### src/rtl/asr_pkg.sv
package asr_pkg;
  localparam logic [7:0] ADDR_BAUD    = 8'hE0;
  localparam logic [7:0] ADDR_TXFINE  = 8'hE4;
  localparam logic [7:0] ADDR_RXFINE  = 8'hE8;
  localparam logic [7:0] ADDR_STATUS  = 8'hF0;
  localparam logic [7:0] ADDR_DATA    = 8'hF4;
  localparam logic [7:0] ADDR_CTL1    = 8'hF8;
  localparam logic [7:0] ADDR_CTL2    = 8'hFC;
  localparam logic [7:0] STATUS_RESET = 8'hC0;
  localparam logic [7:0] CTL_RESET    = 8'h00;
  // Control 1 fields
  localparam int C1_T8 = 6;
  localparam int C1_M  = 4;
  localparam int C1_WK = 3;
  localparam int C1_PC = 2;
  localparam int C1_PS = 1;
  localparam int C1_PI = 0;
  // Control 2 fields
  localparam int C2_TIE = 7;
  localparam int C2_TCI = 6;
  localparam int C2_RIE = 5;
  localparam int C2_ILI = 4;
  localparam int C2_TE  = 3;
  localparam int C2_RE  = 2;
  localparam int C2_RWU = 1;
  localparam int C2_SBK = 0;
  // Coarse divisors 1, 3, 4, 13
  localparam logic [3:0] COARSE_0 = 4'h1;
  localparam logic [3:0] COARSE_1 = 4'h3;
  localparam logic [3:0] COARSE_2 = 4'h4;
  localparam logic [3:0] COARSE_3 = 4'hD;
  // Oversampling: 16 ticks a bit, mid-bit at 7
  localparam logic [3:0] OS_LAST  = 4'hF;
  localparam logic [3:0] OS_MID   = 4'h7;
  localparam logic [3:0] LEN8     = 4'hA;
  localparam logic [3:0] LEN9     = 4'hB;
  localparam logic [7:0] IDLE8    = 8'hA0;
  localparam logic [7:0] IDLE9    = 8'hB0;
  typedef enum logic [1:0] {RX_IDLE = 2'b00, RX_START = 2'b01, RX_DATA = 2'b10, RX_STOP = 2'b11} asr_rx_type;
  typedef enum logic [0:0] {TX_IDLE = 1'b0, TX_RUN = 1'b1} asr_tx_type;
endpackage

### src/rtl/asr_top.sv
`timescale 1ns/1ps
module asr_top
  import asr_pkg::*;
(
  input  wire logic        sys_clk,
  input  wire logic        rst,
  input  wire logic        wb_cyc_i,
  input  wire logic        wb_stb_i,
  input  wire logic        wb_we_i,
  input  wire logic [3:0]  wb_sel_i,
  input  wire logic [7:0]  wb_adr_i,
  input  wire logic [31:0] wb_dat_i,
  output logic      [31:0] wb_dat_o,
  output logic             wb_ack_o,
  input  wire logic        rx_in,
  output logic             tx_out,
  output logic             tx_oe_n,
  output logic             irq_req
);

  function automatic logic par8(input logic [7:0] d);
    par8 = ^d;
  endfunction

  function automatic logic [10:0] tx_frame(input logic [8:0] d, input logic m, input logic pc, input logic ps);
    logic [8:0] w;
    w = d;
    if (pc && m) begin
      w[8] = par8(d[7:0]) ^ ps;
    end else if (pc) begin
      w[7] = par8({1'b0, d[6:0]}) ^ ps;
    end
    tx_frame = m ? {1'b1, w, 1'b0} : {2'b11, w[7:0], 1'b0};
  endfunction

  ////////////////////////////////////////////////////////////////////////
  // Registers and bus
  logic       ack_reg, seq_reg, rwu_reg, irq_reg;
  logic [31:0] dat_reg;
  logic [6:0] ctl1_reg;
  logic [7:0] ctl2_reg, baud_reg, txf_reg, rxf_reg;
  logic       tx_empty_flag_reg, tc_reg, rx_word_ready_flag_reg, idle_reg, or_reg, fe_reg, pe_reg;
  logic [8:0] rhold_reg, thold_reg;
  logic       tfull_reg, armed_reg;

  wire        acc     = wb_cyc_i & wb_stb_i & ~ack_reg;
  wire        wr      = acc & wb_we_i & wb_sel_i[0];
  wire        rd      = acc & ~wb_we_i;
  wire        hit_st  = wb_adr_i == ADDR_STATUS;
  wire        hit_dt  = wb_adr_i == ADDR_DATA;
  wire        hit_c1  = wb_adr_i == ADDR_CTL1;
  wire        hit_c2  = wb_adr_i == ADDR_CTL2;
  wire        hit_bd  = wb_adr_i == ADDR_BAUD;
  wire        hit_tf  = wb_adr_i == ADDR_TXFINE;
  wire        hit_rf  = wb_adr_i == ADDR_RXFINE;
  wire        rx_clr  = rd & hit_dt & seq_reg;
  wire        tx_clr  = wr & hit_dt & seq_reg;
  wire        c2_wr   = wr & hit_c2;
  wire [7:0]  status  = {tx_empty_flag_reg, tc_reg, rx_word_ready_flag_reg, idle_reg, or_reg, 1'b0, fe_reg, pe_reg};
  wire        m_bit   = ctl1_reg[C1_M];
  wire        rx_en   = ctl2_reg[C2_RE];
  wire        te      = ctl2_reg[C2_TE];
  wire [7:0]  c2_view = {ctl2_reg[7:2], rwu_reg, ctl2_reg[C2_SBK]};
  wire [7:0]  rd_mux;

  assign rd_mux = hit_st ? status :
                  hit_dt ? rhold_reg[7:0] :
                  hit_c1 ? {rhold_reg[8], ctl1_reg} :
                  hit_c2 ? c2_view :
                  hit_bd ? baud_reg :
                  hit_tf ? txf_reg :
                  hit_rf ? rxf_reg : 8'h00;

  always_ff @(posedge sys_clk) begin
    if (rst) begin
      ack_reg <= 1'b0;
      dat_reg <= 32'h0000_0000;
      seq_reg <= 1'b0;
    end else begin
      ack_reg <= acc;
      dat_reg <= acc ? {24'h00_0000, rd_mux} : dat_reg;
      seq_reg <= acc ? hit_st : seq_reg;
    end
  end

  always_ff @(posedge sys_clk) begin
    if (rst) begin
      ctl1_reg <= CTL_RESET[6:0];
      ctl2_reg <= CTL_RESET;
      baud_reg <= CTL_RESET;
      txf_reg  <= CTL_RESET;
      rxf_reg  <= CTL_RESET;
    end else begin
      if (wr && hit_c1) ctl1_reg <= wb_dat_i[6:0];
      if (c2_wr) ctl2_reg <= wb_dat_i[7:0];
      if (wr && hit_bd) baud_reg <= wb_dat_i[7:0];
      if (wr && hit_tf) txf_reg <= wb_dat_i[7:0];
      if (wr && hit_rf) rxf_reg <= wb_dat_i[7:0];
    end
  end

  ////////////////////////////////////////////////////////////////////////
  // Baud generation, index 0 transmit, 1 receive
  logic [3:0] co_reg;
  logic [3:0] co_div;
  wire  [1:0] os_tick;
  wire        co_tick = co_reg == co_div - 4'h1;

  assign co_div = (baud_reg[7:6] == 2'b00) ? COARSE_0 :
                  (baud_reg[7:6] == 2'b01) ? COARSE_1 :
                  (baud_reg[7:6] == 2'b10) ? COARSE_2 : COARSE_3;

  always_ff @(posedge sys_clk) begin
    if (rst) co_reg <= 4'h0;
    else co_reg <= co_tick ? 4'h0 : co_reg + 4'h1;
  end

  genvar g;
  generate
    for (g = 0; g < 2; g++) begin : g_dir
      logic [6:0] p2_reg;
      logic [7:0] fn_reg;
      wire  [2:0] sel  = g == 0 ? baud_reg[5:3] : baud_reg[2:0];
      wire  [7:0] fac  = g == 0 ? txf_reg : rxf_reg;
      wire  [6:0] mask = 7'((8'h01 << sel) - 8'h01);
      wire        hit  = co_tick && ((p2_reg & mask) == mask);
      // Oversampling tick: 16 of them make one bit
      assign os_tick[g] = hit && (fac == 8'h00 || fn_reg == fac - 8'h01);
      always_ff @(posedge sys_clk) begin
        if (rst) begin
          p2_reg <= 7'h00;
          fn_reg <= 8'h00;
        end else begin
          p2_reg <= co_tick ? p2_reg + 7'h01 : p2_reg;
          fn_reg <= os_tick[g] ? 8'h00 : hit ? fn_reg + 8'h01 : fn_reg;
        end
      end
    end
  endgenerate

  ////////////////////////////////////////////////////////////////////////
  // Transmitter
  asr_tx_type  tx_st_reg;
  logic [10:0] tsh_reg;
  logic [3:0]  tbits_reg, tos_reg;
  logic        te_prev_reg, idle_pend_reg, tout_reg, oe_n_reg;
  wire         tx_start = te && tx_st_reg == TX_IDLE;
  // Preamble owed from the cycle TE rises, ahead of any waiting word
  wire         pre_due  = idle_pend_reg || (te && !te_prev_reg);
  wire         tx_brk   = tx_start && ctl2_reg[C2_SBK];
  wire         tx_pre   = tx_start && !tx_brk && pre_due;
  wire         tx_load  = tx_start && !tx_brk && !pre_due && tfull_reg;
  wire         tx_shift = tx_st_reg == TX_RUN && os_tick[0] && tos_reg == OS_LAST;
  wire         tx_done  = tx_shift && tbits_reg == 4'h1;
  wire [3:0]   flen     = m_bit ? LEN9 : LEN8;

  always_ff @(posedge sys_clk) begin
    if (rst) begin
      tx_st_reg     <= TX_IDLE;
      tsh_reg       <= 11'h7FF;
      tbits_reg     <= 4'h0;
      tos_reg       <= 4'h0;
      te_prev_reg   <= 1'b0;
      idle_pend_reg <= 1'b0;
      tout_reg      <= 1'b1;
      oe_n_reg      <= 1'b1;
    end else begin
      te_prev_reg   <= te;
      oe_n_reg      <= ~te;
      idle_pend_reg <= pre_due & ~tx_pre;
      tout_reg      <= tx_st_reg == TX_RUN ? tsh_reg[0] : 1'b1;
      if (!te) begin
        tx_st_reg <= TX_IDLE;
      end else if (tx_brk || tx_pre || tx_load) begin
        tx_st_reg <= TX_RUN;
        tbits_reg <= flen;
        tos_reg   <= 4'h0;
        tsh_reg   <= tx_brk ? 11'h000 : tx_pre ? 11'h7FF :
                     tx_frame({ctl1_reg[C1_T8], thold_reg[7:0]}, m_bit, ctl1_reg[C1_PC], ctl1_reg[C1_PS]);
      end else if (tx_st_reg == TX_RUN && os_tick[0]) begin
        tos_reg <= tos_reg + 4'h1;
        if (tx_shift) begin
          tsh_reg   <= {1'b1, tsh_reg[10:1]};
          tbits_reg <= tbits_reg - 4'h1;
          if (tx_done) tx_st_reg <= TX_IDLE;
        end
      end
    end
  end

  ////////////////////////////////////////////////////////////////////////
  // Receiver
  asr_rx_type  rx_st_reg;
  logic [3:0]  ros_reg, rbits_reg;
  logic [8:0]  rsh_reg;
  logic [7:0]  icnt_reg;
  logic        rpc_reg, rps_reg;
  wire         rtick    = os_tick[1];
  wire         rsample  = rtick && ros_reg == OS_LAST;
  wire         rx_done  = rx_en && rx_st_reg == RX_STOP && rsample;
  wire         stop_ok  = rx_in;
  wire [8:0]   word     = m_bit ? rsh_reg : {1'b0, rsh_reg[8:1]};
  // Data MSB sits just below the parity slot when parity is on
  wire         msb      = m_bit ? (rpc_reg ? word[7] : word[8]) : (rpc_reg ? word[6] : word[7]);
  wire         perr     = (m_bit ? par8(word[7:0]) ^ word[8] : par8({1'b0, word[6:0]}) ^ word[7]) ^ rps_reg;
  wire         wake_ad  = rwu_reg && ctl1_reg[C1_WK] && msb;
  wire         accept   = rx_done && (!rwu_reg || wake_ad);
  wire [7:0]   ilim     = m_bit ? IDLE9 : IDLE8;
  wire         idle_ev  = rx_en && rtick && rx_in && icnt_reg == ilim - 8'h01;
  wire         wake_id  = idle_ev && rwu_reg && !ctl1_reg[C1_WK];
  wire         rx_word_ready_flag_set = accept && !rx_word_ready_flag_reg;
  wire         or_set   = accept && rx_word_ready_flag_reg;
  wire         idle_set = idle_ev && !rwu_reg && armed_reg;

  always_ff @(posedge sys_clk) begin
    if (rst) begin
      rx_st_reg <= RX_IDLE;
      ros_reg   <= 4'h0;
      rbits_reg <= 4'h0;
      rsh_reg   <= 9'h000;
      icnt_reg  <= 8'h00;
      rpc_reg   <= 1'b0;
      rps_reg   <= 1'b0;
    end else if (!rx_en) begin
      rx_st_reg <= RX_IDLE;
      icnt_reg  <= 8'h00;
    end else if (rtick) begin
      icnt_reg <= !rx_in ? 8'h00 : (icnt_reg == ilim) ? icnt_reg : icnt_reg + 8'h01;
      ros_reg  <= ros_reg + 4'h1;
      case (rx_st_reg)
        RX_IDLE: begin
          ros_reg <= 4'h0;
          if (!rx_in) rx_st_reg <= RX_START;
        end
        RX_START: begin
          if (ros_reg == OS_MID) begin
            ros_reg   <= 4'h0;
            rbits_reg <= 4'h0;
            rpc_reg   <= ctl1_reg[C1_PC];
            rps_reg   <= ctl1_reg[C1_PS];
            rx_st_reg <= rx_in ? RX_IDLE : RX_DATA;
          end
        end
        RX_DATA: begin
          if (rsample) begin
            rsh_reg   <= {rx_in, rsh_reg[8:1]};
            rbits_reg <= rbits_reg + 4'h1;
            if (rbits_reg == (m_bit ? 4'h8 : 4'h7)) rx_st_reg <= RX_STOP;
          end
        end
        RX_STOP: begin
          if (rsample) rx_st_reg <= RX_IDLE;
        end
        default: rx_st_reg <= RX_IDLE;
      endcase
    end
  end

  ////////////////////////////////////////////////////////////////////////
  // Status flags: a set wins over a clear in the same cycle
  always_ff @(posedge sys_clk) begin
    if (rst) begin
      tx_empty_flag_reg  <= STATUS_RESET[7];
      tc_reg    <= STATUS_RESET[6];
      rx_word_ready_flag_reg  <= STATUS_RESET[5];
      idle_reg  <= STATUS_RESET[4];
      or_reg    <= STATUS_RESET[3];
      fe_reg    <= STATUS_RESET[1];
      pe_reg    <= STATUS_RESET[0];
      rhold_reg <= 9'h000;
      thold_reg <= 9'h000;
      tfull_reg <= 1'b0;
      armed_reg <= 1'b1;
      rwu_reg   <= 1'b0;
      irq_reg   <= 1'b0;
    end else begin
      tx_empty_flag_reg  <= tx_load | (tx_empty_flag_reg & ~tx_clr);
      tc_reg    <= tx_done | (tc_reg & ~tx_clr);
      rx_word_ready_flag_reg  <= rx_word_ready_flag_set | (rx_word_ready_flag_reg & ~rx_clr & rx_en);
      idle_reg  <= idle_set | (idle_reg & ~rx_clr & rx_en);
      or_reg    <= or_set | (or_reg & ~rx_clr & rx_en);
      fe_reg    <= (rx_word_ready_flag_set & ~stop_ok) | (fe_reg & ~rx_clr & rx_en);
      pe_reg    <= (rx_word_ready_flag_set & rpc_reg & perr) | (pe_reg & ~rx_clr);
      armed_reg <= rx_word_ready_flag_set | (armed_reg & ~idle_set);
      if (rx_word_ready_flag_set) rhold_reg <= word;
      if (wr && hit_dt) thold_reg <= {1'b0, wb_dat_i[7:0]};
      tfull_reg <= (wr & hit_dt) | (tfull_reg & ~tx_load);
      rwu_reg   <= c2_wr ? wb_dat_i[C2_RWU] : rwu_reg & ~(rx_done & wake_ad) & ~wake_id;
      irq_reg   <= (tx_empty_flag_reg & ctl2_reg[C2_TIE]) | (tc_reg & ctl2_reg[C2_TCI]) |
                   (~rwu_reg & (((rx_word_ready_flag_reg | or_reg) & ctl2_reg[C2_RIE]) | (idle_reg & ctl2_reg[C2_ILI]))) |
                   (~rwu_reg & pe_reg & ctl1_reg[C1_PI]);
    end
  end

  assign wb_ack_o = ack_reg;
  assign wb_dat_o = dat_reg;
  assign tx_out   = tout_reg;
  assign tx_oe_n  = oe_n_reg;
  assign irq_req  = irq_reg;

  ////////////////////////////////////////////////////////////////////////
  // Checks
  property p_status_reset;
    @(posedge sys_clk) $fell(rst) |-> status == STATUS_RESET;
  endproperty
  a_status_reset: assert property (p_status_reset) else $error("status not C0 after reset");

  property p_frame_err;
    @(posedge sys_clk) disable iff (rst) rx_word_ready_flag_set && !stop_ok |=> fe_reg && rx_word_ready_flag_reg && rhold_reg == $past(word);
  endproperty
  a_frame_err: assert property (p_frame_err) else $error("framing error not flagged with data");

  property p_rx_clear;
    @(posedge sys_clk) disable iff (rst) rx_clr && !accept |=> !rx_word_ready_flag_reg && !fe_reg && !or_reg;
  endproperty
  a_rx_clear: assert property (p_rx_clear) else $error("receive flags not cleared");

  property p_mute_quiet;
    @(posedge sys_clk) disable iff (rst) rwu_reg && !wake_ad |=> !$rose(rx_word_ready_flag_reg) && !$rose(idle_reg);
  endproperty
  a_mute_quiet: assert property (p_mute_quiet) else $error("flag set while muted");

  property p_idle_wake;
    @(posedge sys_clk) disable iff (rst) wake_id && !c2_wr |=> !rwu_reg && !$rose(idle_reg);
  endproperty
  a_idle_wake: assert property (p_idle_wake) else $error("idle wake-up wrong");

  property p_addr_wake;
    @(posedge sys_clk) disable iff (rst) rx_done && wake_ad && !rx_word_ready_flag_reg && !c2_wr |=> !rwu_reg && rx_word_ready_flag_reg;
  endproperty
  a_addr_wake: assert property (p_addr_wake) else $error("address wake-up wrong");

  property p_tx_flags;
    @(posedge sys_clk) disable iff (rst) tx_load ##1 (!tx_clr)[*2] |-> tx_empty_flag_reg;
  endproperty
  a_tx_flags: assert property (p_tx_flags) else $error("transmit-empty not set on load");

  property p_overrun;
    @(posedge sys_clk) disable iff (rst) or_set |=> or_reg && $stable(rhold_reg);
  endproperty
  a_overrun: assert property (p_overrun) else $error("overrun wrong");

  property p_disable;
    @(posedge sys_clk) disable iff (rst) !rx_en |=> !rx_word_ready_flag_reg && !idle_reg && !or_reg && !fe_reg;
  endproperty
  a_disable: assert property (p_disable) else $error("disable left receive flags");

  property p_addr_msb;
    @(posedge sys_clk) disable iff (rst) rx_done && rwu_reg && ctl1_reg[C1_WK] && rpc_reg &&
      (m_bit ? !word[7] : !word[6]) && !c2_wr |=> rwu_reg && !$rose(rx_word_ready_flag_reg);
  endproperty
  a_addr_msb: assert property (p_addr_msb) else $error("parity bit taken as address mark");

endmodule // asr_top

### config.mk
export PLATFORM = sky130hd
export DESIGN_NAME = asr_top
export DESIGN_NICKNAME = d
export VERILOG_FILES = /design/src/rtl/asr_pkg.sv /design/src/rtl/asr_top.sv
export SDC_FILE = /design/constraint.sdc
export NUM_CORES = 1
export LEC_CHECK = 0
export ABC_AREA = 1
export BUFFER_PORTS_ARGS = -buffer_cell sky130_fd_sc_hd__buf_4
export CORE_UTILIZATION = 48
export CTS_BUF_LIST = sky130_fd_sc_hd__clkbuf_8
export DETAILED_ROUTE_END_ITERATION = 12
export PLACE_DENSITY = 0.67
export SLEW_MARGIN = 20
export SYNTH_ARGS = -nofsm -noshare
export SYNTH_HDL_FRONTEND = slang
export SYNTH_SLANG_ARGS = --single-unit
### constraint.sdc
create_clock -name sys_clk -period 2.7 [get_ports sys_clk]
set_clock_uncertainty 0.2 [all_clocks]
set_input_delay 0.135 -clock sys_clk [delete_from_list [all_inputs] [get_ports sys_clk]]
set_output_delay 0.135 -clock sys_clk [all_outputs]
set_load 0.02 [all_outputs]
==> results by group <==
STA
  – RSZ-0062 raised after global routing: yes
  – F_max: just under 0.4 GHz
  – Final period utilization: 95.5%
  – Final slew viol count: 0
  – Setup violations, final: 0
  – Max_slew headroom: 58.5%
  – Setup tns final: 0 ps
  – Slew at the pin closest to its max-slew limit: 622 ps
  – Fin. Hold Viols: 0
  – Min Tclk post-route: 2580 ps

Clock network
  – CTS tree: done
  – Total clock sinks: ~160
  – Clk buf depth: 2
  – CTS Buf Count: 17
  – Clk slew on worst S/H paths: roughly 90 ps
  – Clk root buf: clkbuf_8
  – H-tree depth: 4
  – Skew-Pair Late Insertion Delay: between 400 and 500 ps

Setup path
  – Crit. End Element: register
  – Crit-path max FO: 12
  – Reg2reg end: icnt_reg[0]
  – Reg2reg start: baud_reg[6]
  – Reg2Reg Setup Slack: 220 ps
  – Critical path launch point type: input pin
  – CP arrival: between 2000 and 3000 ps
  – Crit path kind: input pin to register
  – CP required: between 2000 and 3000 ps
  – Setup crit end: ctl2_reg[3]
  – CP Launch Point: wb_stb_i
  – Worst r2r path cells: 13

GRT
  – GR Layer Usage met3: just over 4%
  – GR Util met1: 31.8%
  – First-pass GRT wire length: around 34000 um
  – Total Routing Usage GR: a little under a quarter
  – Gr ovfl total: 0
  – GR Util met2: between 30 and 40%
  – Most crowded layer after global routing: met2
  – Largest net degree at the start of global routing: 43
  – Vias in the first global route: between 6000 and 7000
  – Initial antenna violation count: 0

Final layout
  – Area grow syn2layout: 11.3%
  – Share of layout cells above drive strength 1: between 10% and 20%
  – Final Util: around 55%
  – Antenna Diode Count: 0
  – Fill count: approximately 1700
  – Nets: ~1300

Min path
  – HP Class: input pin to register

Detailed routing
  – Final WL: approximately 21000 um
  – 1st-iter DRT viols: about 580
  – Remaining DRCs: 0
  – Via count: just under 8000
  – DR vias/cell: approximately 5.2
  – Post-route antenna net violation count: 0
  – Drt pass-1 iters: 5
  – WL/cell: around 14 um

Place
  – Routability Congestion: ~0.9
  – PortBufs: 34
  – Post-DP HPWL: ~15000 um

Synthesis
  – Post-synth EDFFs: 0
  – Cells after Synth: between 1000 and 1500
  – Yosys reg bits: about 160
  – Area leader, netlist: dfxtp_1
  – Synthesis warning total: 0
  – Top cells by area, synth: dfxtp_1 38%, nand2_1 9.9%, nand3_1 7.1%, o21ai_0 6.6%, a21oi_1 6.4%
  – Synth async-reset ratio: 0%
  – Top cell type's share of synthesized area: around two fifths
  – Sequential share of the synthesized area: 38.1%
  – Avg Inst Size Synth: about 7 um2
  – Mapped cell area: ~0.0086 mm2
  – Distinct cells, synth: 50
  – Synth Flop Type: dfxtp_1

Pwr
  – Pwr/cell area: ~470 mW/mm2
  – Leakage power: around 4 nW
  – Maximum VDD drop: just over 0.3 mV

Die
  – Die Span Y: around 140 um
  – Ports: 86
  – Initial Util: about half
  – Core Region: around 0.017 mm2
  – Die width: roughly 140 um
  – Die area: between 0.015 and 0.02 mm2
  – # rows: 48

Flow run
  – Max-Cap Viols: 0

Status
  – Outcome: completed
area by class of cell:
cell class / count / area [um2] / area share, %
sequential: 163 / 3260 / 34.2
timing repair buffer: 65 / 520 / 5.46
inverter: 130 / 505 / 5.30
clock inverter: 15 / 171 / 1.80
tap: 225 / 282 / 2.95
multi-input combinational: 897 / 4570 / 47.8
clock buffer: 17 / 234 / 2.45
cell families after synthesis:
kind of cell | share of synthesized area [%]
other | 0.0438
AO/OA/AOI/OAI | 15.6
flip-flops | 38.1
buffers and inverters | 9.90
XOR/XNOR | 4.19
adder cells (fa/ha/maj) | 2.63
AND/OR/NAND/NOR | 29.6
metal layers:
metal / up-vias / share of wire, %
met2: 187 / 46
met4: 0 / 1.5
met1: 3569 / 47
met5: - / 0
met3: 25 / 6.0
li1: 4092 / -
cell usage in the layout (no fill, tap or decap), types with 4 or more instances in the layout:
cell and n:
xnor2_1 21, nand3_2 4, o21ai_1 4, nor3b_1 8, nand3_1 121, dfxtp_1 163
and3_1 5, nand2_4 4, inv_1 119, conb_1 24, clkbuf_8 17, nor3_1 20
inv_6 7, o22ai_1 8, a21oi_1 109, xor2_1 20, nor2_1 137, o2111ai_1 4
nand2_1 222, or2_2 6, nor3_2 5, nand2_2 6, clkinv_4 6, inv_2 6
nor2_2 4, nand4_1 7, dlygate4sd3_1 13, buf_4 52, ha_1 18, o21ai_0 113
through the flow:
| stage | total power [W] | hold slack [ps] | instance area (um2) | std cells | setup slack, ps |
|---|---|---|---|---|---|
| after floorplan | 0.00261 | 18.9 | 8660 | 1252 | 437 |
| final | 0.00444 | 161 | 9540 | 1512 | 121 |
| after detailed placement | 0.00266 | 226 | 8980 | 1467 | 171 |
| after global routing | 0.00462 | 188 | 9540 | 1512 | -63.7 |
| after global placement | 0.00266 | 225 | 8980 | 1467 | 210 |
| after CTS | 0.00449 | 110 | 9520 | 1512 | 162 |
report_power, final:
part           switching, W  internal (W)  leakage (nW)  total, W
clock network      0.000967      0.000850         0.204   0.00182
registers        0.00000751       0.00241          1.31   0.00242
logic              0.000140     0.0000644          2.49  0.000204
synthesized netlist by cell type, types with 3 or more instances:
library cell,count
a211oi_1,3
a21oi_1,109
a31oi_1,3
and3_1,5
buf_2,9
buf_4,25
clkbuf_1,26
dfxtp_1,163
ha_1,18
inv_1,120
inv_2,6
nand2_1,225
nand2_2,4
nand2_4,3
nand3_1,121
nand3_2,4
nand3b_1,3
nand4_1,7
nor2_1,138
nor2_2,3
nor3_1,21
nor3_2,4
nor3b_1,8
o2111ai_1,4
o21ai_0,113
o21ai_1,4
o22ai_1,8
or2_2,6
xnor2_1,21
xor2_1,20
timing repair:
item,CTS,global route
resized for setup,0,8
buffers inserted,0,0
hold buffers,13,0
endpoints found under the hold margin,74,0
endpoints found under the setup margin,0,32
critical path, cell delays in order:
cell and delay (ps):
dlygate4sd3_1 530, buf_4 100, nand2_1 30, dlygate4sd3_1 550, nor2_1 140, nand3_1 300
nor2_1 380, inv_1 260, o21ai_0 220, a21oi_1 60
worst min-delay path by stage:
stage / end / from / cells past startpoint
after floorplan: te_prev_reg / rst / 1
after global placement: tx_out / tsh_reg[0] / 2
after detailed placement: tx_out / tsh_reg[0] / 2
after CTS: ctl1_reg[6] / wb_adr_i[2] / 8
after global routing: ctl1_reg[5] / wb_adr_i[2] / 8
final: ctl1_reg[2] / wb_adr_i[2] / 8
(Power assumes the default switching activity.)
